`config.mk`:
```
export PLATFORM = sky130hd
export DESIGN_NAME = tx_input_port
export DESIGN_NICKNAME = d
export VERILOG_FILES = /design/src/txin_pkg.sv /design/src/tx_input_port.sv
export SDC_FILE = /design/constraint.sdc
export NUM_CORES = 1
export LEC_CHECK = 0
export ABC_AREA = 1
export BUFFER_PORTS_ARGS = -buffer_cell sky130_fd_sc_hd__buf_4
export CORE_MARGIN = 10
export CORE_UTILIZATION = 28
export DETAILED_ROUTE_END_ITERATION = 7
export GPL_TIMING_DRIVEN = 0
export SLEW_MARGIN = 10
export SYNTH_ARGS = -nofsm -noshare
export SYNTH_HDL_FRONTEND = slang
export SYNTH_SLANG_ARGS = --single-unit
```
`constraint.sdc`:
```
create_clock -name pclk -period 2.65 [get_ports pclk]
set_input_delay 0.1325 -clock pclk [delete_from_list [all_inputs] [get_ports pclk]]
set_output_delay 0.1325 -clock pclk [all_outputs]
set_load 0.01 [all_outputs]
```
`src/txin_pkg.sv`:
```
// shared constants, register map and carrier types for the transmit input port
package txin_pkg;
	localparam int NUM_CHAN = 4;
	localparam int ADDR_W = 12;
	// register byte addresses
	localparam logic [11:0] CFG_BASE = 12'h000;
	localparam logic [11:0] STAT_ADDR = 12'h010;
	localparam logic [11:0] MASK_ADDR = 12'h014;
	localparam logic [11:0] FAULT_ADDR = 12'h018;
	localparam logic [11:0] CFG_STRIDE = 12'h004;
	// per-channel config word fields
	localparam int F_CLKSEL = 0;
	localparam int F_BYPASS = 1;
	localparam int F_BIST_N = 2;
	localparam int F_RXCKSEL = 3;
	localparam int F_OE1 = 4;
	localparam int F_OE2 = 5;
	localparam int F_PABRST_N = 6;
	localparam int F_HALFRATE = 7;
	localparam int F_SYNC = 8;
	localparam int CFG_W = 9;
	// reset: host clock capture, encoder on, bist off, outputs enabled
	localparam logic [8:0] CFG_RESET = 9'h07_4;
	localparam logic [8:0] CFG_WMASK = 9'h0FF;
	// self-test pass spacing in character times
	localparam logic [9:0] BIST_LEN_RX1 = 10'h1_FF;
	localparam logic [9:0] BIST_LEN_RX0 = 10'h2_0F;
	// phase-align buffer depth and centre
	localparam logic [2:0] PAB_CENTRE = 3'h4;
	localparam logic [2:0] PAB_MAX = 3'h7;
	// status bits
	localparam int ST_FAULT = 0;
	localparam int ST_PASS = 1;
	typedef struct packed {
		logic [1:0] ctrl;
		logic [7:0] chr;
	} tx_word_t;
	typedef struct packed {
		logic [9:0] bits;
		logic is_coded;
		logic [1:0] kind;
	} enc_char_t;
	typedef enum logic [1:0] {
		KIND_DATA = 2'h0,
		KIND_SPECIAL = 2'h1,
		KIND_REPLACE = 2'h3,
		KIND_RAW = 2'h2
	} char_kind_t;
endpackage
```
`src/tx_input_port.sv`:
```
// four-channel transmit parallel input port with apb configuration
`timescale 1ns/1ns
module tx_input_port
	import txin_pkg::*;
#(
	parameter int NCH = txin_pkg::NUM_CHAN
)
(
	input wire logic pclk,
	input wire logic presetn,
	input wire logic psel,
	input wire logic penable,
	input wire logic pwrite,
	input wire logic [txin_pkg::ADDR_W-1:0] paddr,
	input wire logic [31:0] pwdata,
	output logic [31:0] prdata,
	output logic pready,
	output logic pslverr,
	input wire logic [NCH-1:0] host_tx_clock,
	input wire logic [NCH-1:0] chan_reference_clock,
	input wire logic [NCH-1:0] tx_clock_out,
	input wire txin_pkg::tx_word_t [NCH-1:0] tx_word_in,
	output txin_pkg::enc_char_t [NCH-1:0] tx_char_out,
	output logic [NCH-1:0] tx_char_valid,
	output logic [NCH-1:0] tx_fault_out,
	output logic irq
);
	import txin_pkg::*;

	logic [CFG_W-1:0] cfg_r [NCH];
	logic [1:0] stat_r [NCH];
	logic [1:0] mask_r [NCH];
	logic [NCH-1:0] wr_en;
	logic [NCH-1:0] pab_rst_pulse;
	logic [NCH-1:0] fault_evt;
	logic [NCH-1:0] pass_evt;
	logic setup_ok;

	function automatic enc_char_t encode(input tx_word_t w, input logic byp);
		enc_char_t e;
		e.bits = {w.ctrl, w.chr};
		e.is_coded = ~byp;
		if (byp)
			e.kind = KIND_RAW;
		else if (w.ctrl == 2'h0)
			e.kind = KIND_DATA;
		else if (w.ctrl == 2'h1)
			e.kind = KIND_SPECIAL;
		else
			e.kind = KIND_REPLACE;
		return e;
	endfunction

	function automatic logic hit(input logic [ADDR_W-1:0] a,
		input logic [ADDR_W-1:0] b);
		return a == b;
	endfunction

	assign pready = 1'b1;
	assign setup_ok = psel && penable;

	// apb slave, zero wait states
	// read data is combinational so no wait state is needed;
	// the price is a longer paddr to prdata path
	// unmapped offsets read zero; those at or above 0x010 also flag pslverr
	always_comb
	begin
		prdata = 32'h0000_0000;
		pslverr = 1'b0;
		wr_en = '0;
		for (int c = 0; c < NCH; c++)
		begin
			if (hit(paddr, CFG_BASE + ADDR_W'(c) * CFG_STRIDE))
			begin
				prdata = 32'(cfg_r[c]);
				wr_en[c] = setup_ok && pwrite;
			end
		end
		if (hit(paddr, STAT_ADDR))
		begin
			for (int c = 0; c < NCH; c++)
				prdata[2*c +: 2] = stat_r[c];
		end
		else if (hit(paddr, MASK_ADDR))
		begin
			for (int c = 0; c < NCH; c++)
				prdata[2*c +: 2] = mask_r[c];
		end
		else if (hit(paddr, FAULT_ADDR))
			prdata = 32'(tx_fault_out);
		else if (paddr >= CFG_BASE + ADDR_W'(NCH) * CFG_STRIDE)
			pslverr = setup_ok;
	end

	// config write; sync bit is self-clearing request
	always_ff @(posedge pclk or negedge presetn)
	begin
		if (!presetn)
		begin
			for (int c = 0; c < NCH; c++)
				cfg_r[c] <= CFG_RESET;
			pab_rst_pulse <= '0;
		end
		else
		begin
			for (int c = 0; c < NCH; c++)
			begin
				pab_rst_pulse[c] <= wr_en[c] && !pwdata[F_PABRST_N];
				if (wr_en[c])
					cfg_r[c] <= pwdata[CFG_W-1:0] & CFG_WMASK
						| (CFG_W'(pwdata[F_SYNC]) << F_SYNC);
				else
					cfg_r[c][F_SYNC] <= 1'b0;
			end
		end
	end

	always_ff @(posedge pclk or negedge presetn)
	begin
		if (!presetn)
			for (int c = 0; c < NCH; c++)
				mask_r[c] <= 2'h0;
		else if (setup_ok && pwrite && hit(paddr, MASK_ADDR))
			for (int c = 0; c < NCH; c++)
				mask_r[c] <= pwdata[2*c +: 2];
	end

	// sticky status, write one to clear, set wins
	always_ff @(posedge pclk or negedge presetn)
	begin
		if (!presetn)
			for (int c = 0; c < NCH; c++)
				stat_r[c] <= 2'h0;
		else
			for (int c = 0; c < NCH; c++)
			begin
				if (setup_ok && pwrite && hit(paddr, STAT_ADDR))
					stat_r[c] <= (stat_r[c] & ~pwdata[2*c +: 2])
						| {pass_evt[c], fault_evt[c]};
				else
					stat_r[c] <= stat_r[c] | {pass_evt[c], fault_evt[c]};
			end
	end

	always_comb
	begin
		irq = 1'b0;
		for (int c = 0; c < NCH; c++)
			irq = irq | |(stat_r[c] & mask_r[c]);
	end

	genvar g;
	generate
		for (g = 0; g < NCH; g++)
		begin : chan
			logic [2:0] hclk_s, rclk_s, oclk_s;
			logic hclk_rise, rclk_rise, rclk_fall, oclk_rise;
			logic cap_evt;
			logic [2:0] fill_r;
			logic buf_fault_r;
			logic [9:0] bist_cnt_r;
			logic bist_pulse_r;
			logic [CFG_W-1:0] cf;
			logic pll_down;

			assign cf = cfg_r[g];
			// three-stage sync; stage 0 feeds only stage 1
			always_ff @(posedge pclk or negedge presetn)
			begin
				if (!presetn)
				begin
					hclk_s <= 3'h0;
					rclk_s <= 3'h0;
					oclk_s <= 3'h0;
				end
				else
				begin
					hclk_s <= {hclk_s[1:0], host_tx_clock[g]};
					rclk_s <= {rclk_s[1:0], chan_reference_clock[g]};
					oclk_s <= {oclk_s[1:0], tx_clock_out[g]};
				end
			end
			assign hclk_rise = hclk_s[1] && !hclk_s[2];
			assign rclk_rise = rclk_s[1] && !rclk_s[2];
			assign rclk_fall = !rclk_s[1] && rclk_s[2];
			assign oclk_rise = oclk_s[1] && !oclk_s[2];
			// capture edge selection
			assign cap_evt = cf[F_CLKSEL] ? (rclk_rise
				|| (cf[F_HALFRATE] && rclk_fall)) : hclk_rise;

			// input register and encoder hand-off
			always_ff @(posedge pclk or negedge presetn)
			begin
				if (!presetn)
				begin
					tx_char_out[g] <= '0;
					tx_char_valid[g] <= 1'b0;
				end
				else
				begin
					tx_char_valid[g] <= cap_evt;
					if (cap_evt)
						tx_char_out[g] <= encode(tx_word_in[g],
							cf[F_BYPASS]);
				end
			end

			// phase-align buffer fill: host writes, transmit clock reads;
			// only modelled in host-clock mode, reference mode is aligned
			// coincident write and read leave the fill level alone;
			// a fault stays set until re-centred while the level keeps moving, so
			// a drifting host clock cannot clear it by itself
			always_ff @(posedge pclk or negedge presetn)
			begin
				if (!presetn)
				begin
					fill_r <= PAB_CENTRE;
					buf_fault_r <= 1'b0;
				end
				else if (pab_rst_pulse[g] || cf[F_SYNC])
				begin
					fill_r <= PAB_CENTRE;
					buf_fault_r <= 1'b0;
				end
				else if (!cf[F_CLKSEL] && (cap_evt != oclk_rise))
				begin
					if (cap_evt && fill_r == PAB_MAX)
						buf_fault_r <= 1'b1;
					else if (oclk_rise && fill_r == 3'h0)
						buf_fault_r <= 1'b1;
					else if (cap_evt)
						fill_r <= fill_r + 3'h1;
					else
						fill_r <= fill_r - 3'h1;
				end
			end

			// self-test pass counter in character times
			// pulse stands until the next capture: one character wide
			// limitation: counts captures, not transmit clock periods
			always_ff @(posedge pclk or negedge presetn)
			begin
				if (!presetn)
				begin
					bist_cnt_r <= 10'h0;
					bist_pulse_r <= 1'b0;
				end
				else if (cf[F_BIST_N])
				begin
					bist_cnt_r <= 10'h0;
					bist_pulse_r <= 1'b0;
				end
				else if (cap_evt)
				begin
					if (bist_cnt_r >= (cf[F_RXCKSEL] ? BIST_LEN_RX1
						: BIST_LEN_RX0) - 10'h1)
					begin
						bist_cnt_r <= 10'h0;
						bist_pulse_r <= 1'b1;
					end
					else
					begin
						bist_cnt_r <= bist_cnt_r + 10'h1;
						bist_pulse_r <= 1'b0;
					end
				end
			end

			assign pll_down = !cf[F_OE1] && !cf[F_OE2];
			assign fault_evt[g] = buf_fault_r && !tx_fault_out[g];
			assign pass_evt[g] = cap_evt && bist_pulse_r && !cf[F_BIST_N];

			always_ff @(posedge pclk or negedge presetn)
			begin
				if (!presetn)
					tx_fault_out[g] <= 1'b0;
				else if (pll_down)
					tx_fault_out[g] <= 1'b1;
				else if (!cf[F_BIST_N])
					tx_fault_out[g] <= bist_pulse_r;
				else
					tx_fault_out[g] <= buf_fault_r;
			end
		end
	endgenerate
endmodule

```
==> results.txt <==
Critical Path RT = 3.07 ns
DR vias = 8624
routability cong. = 0.8818
DRT antenna net count = 0
most common cell after layout, fill and taps aside = nand2_1
max-slew violation count = 0
vias per cell = 4.450
Post-Layout Cell Count = 1938
register area share after synthesis = 0.5225
startpoint types = flip-flop
Peak VDD IR = 0.3915 mV
fmax = 419.8 MHz
Place WS = 0.1567 ns
vias in the first global route = 8562
Clock Root Buffer = clkbuf_16
status = finished clean
Row Count = 69
Fin Clk Skew = 0.009469 ns
slew margin rel. = 0.5747
CTS tree = yes
clock sinks = 212
Total GRT Usage = 0.1221
fin area = 13470 um^2
critical path capture point type = flip-flop
Fin Setup TNS = 0 ns
Synth Area per Inst = 8.473 um^2
layout cells sized above 1 = 0.1870
dominant cells by area after synthesis = dfrtp_1 47%, nand2_1 13%, dfstp_2 5.2%, inv_1 4.3%, ha_1 3.9%
commonest non-fill, non-tap cells in the layout = 360 x nand2_1, 192 x dfrtp_1, 173 x buf_4
Nets = 1595
Yosys reg bits = 212
Buffers on Ports = 148
hold violation total from the final report = 0
worst slew pin tran = 0.6372 ns
IO Count = 196
period utilization = 0.8989
number of flops mapped to enable cells by yosys = 0
area delta synth->final = 32.06%
Final WS setup = 0.2680 ns
largest net degree at the start of global routing = 87
Post-Syn Area = 10200 um^2
die outline width = 210.9 um
DPL Wire Length = 20.43 mm
RSZ-0062 raised after global routing = no
clock tree buffer depth = 3
Yosys warnings = 0
Filler cells = 3643
drt drc = 0
Max-Cap Viols = 0
DRC marker count from the first detailed-route iteration = 545
Leak = 0.006731 uW
Worst-path clk slew = 0.06 ns
kind of critical path = reg -> reg
initial core utilization = 0.2854
post-synth top area share = 0.4710
CTS Buf Count = 25
Mapped Cells = 1204
Core Area = 35740 um^2
H-tree depth = 1
Total Wirelength = 27.43 mm
Final setup viols = 0
top_reg_cell synth = dfrtp_1
global-route wire length before repair = 44.75 mm
Pre-antenna DRT Iters = 5
PD cells = 682.2 nW/um^2
CP arrival = 2.80 ns
crit path max fanout = 11
initial antenna violation count = 1
dominant cell type by area after synthesis = dfrtp_1
die area = 44470 um^2
minimum clock period = 2.382 ns
post-synth cell types = 41
Die Y = 210.9 um
DR WL/cell = 14.15 um
gr ovfl total = 0
DP Cell Count = 1837
postcts setup bufs = 0
Hold Path Class = in -> reg
Synth async-reset ratio = 1.000
Area after DPL = 12030 um^2
Worst-Skew Late Latency = 0.51 ns
==> logic make-up (layout without fill, tap and decap cells) <==
kind of cell / after synthesis / in the layout / synth area share
multiplexers: 2 / 2 / 0.001963
AO/OA/AOI/OAI: 181 / 181 / 0.09518
adder cells (fa/ha/maj): 36 / 36 / 0.04710
flip-flops: 212 / 212 / 0.5225
XOR/XNOR: 31 / 31 / 0.02662
buffers and inverters: 164 / 414 / 0.07053
other: 2 / 25 / 0.0007362
AND/OR/NAND/NOR: 576 / 576 / 0.2354
==> area by class of cell <==
class                   count  area (um^2)  area share
clock buffers              37        760.7     0.05647
inverters                 124        465.4     0.03455
flip-flops and latches    212         5330      0.3957
well taps                 461        576.8     0.04282
multi-input cells         850         4234      0.3143
repair buffers            205         1724      0.1280
plain buffers              40        257.7     0.01913
clock inverters             8        120.1    0.008916
diodes                      1        2.502   0.0001858
==> timing repair <==
action | in CTS | in global routing
setup endpoints to repair | 0 | 3
resized for setup | 0 | 6
hold buffers | 55 | 0
hold endpoints to repair | 268 | 0
==> metrics by stage <==
stage / utilization / hold slack [ns] / power [uW]
finish: 0.3769 / 0.02694 / 9190
global route: 0.3769 / 0.04740 / 9761
CTS: 0.3767 / 0.02323 / 9333
detailed placement: 0.3367 / 0.06068 / 5604
floorplan: - / -0.1631 / 4972
global placement: 0.3349 / 0.2427 / 5529
==> path summary, 6_finish.rpt <==
check	from	to	slack [ns]	depth (start not counted)
min in group asynchronous	presetn	tx_char_out[42]	0.11	2
hold / removal	pwdata[1]	chan[3].cf[1]	0.03	3
setup reg to reg	chan[0].cf[0]	chan[0].fill_r[1]	0.27	8
max in group asynchronous	presetn	chan[2].fill_r[2]	1.75	3
hold reg to reg	chan[2].rclk_s[0]	chan[2].rclk_s[1]	0.35	0
setup / recovery	chan[0].cf[0]	chan[0].fill_r[1]	0.27	8
==> state kept, by name (all words and copies together) (netlist names), 8 cells and up <==
| signal | count |
|---|---|
| mask_r | 8 |
| chan.cf | 36 |
| stat_r | 8 |
| chan.bist_cnt_r | 40 |
| tx_char_out | 52 |
| chan.fill_r | 12 |
| chan.oclk_s | 12 |
| chan.rclk_s | 12 |
| chan.hclk_s | 12 |
==> layer usage <==
metal,track usage,up-vias,part of all wire
li1,-,4352,-
met1,0.1554,4038,0.44
met2,0.2001,190,0.47
met3,0.02849,44,0.061
met4,0.04046,0,0.029
met5,0,-,0
==> synthesized netlist by cell type, drive strengths merged, types with 20 or more instances <==
cell type,instances
nand4,20
ha,32
dfstp,20
nand2,369
inv,124
dfrtp,192
xor2,26
a21oi,49
nand3,58
buf,31
o21ai,107
nor2,101
==> critical path: stages, from the launching register on <==
cell and delay, ns:
dfrtp_1 0.44, inv_1 0.10, a21oi_1 0.12, nand2_1 0.06, nand2_1 0.21, clkbuf_1 0.42, fa_1 0.49, or2_2 0.29
o21ai_0 0.16
==> report_power, final <==
part	total (uW)	internal [uW]	leakage (uW)	switching, uW
Sequential	3940	3640	0.00257	300
Clock	3590	2270	0.000431	1330
Combinational	1650	761	0.00373	893
Total	9190	6670	0.00673	2520
(Power assumes the default switching activity.)
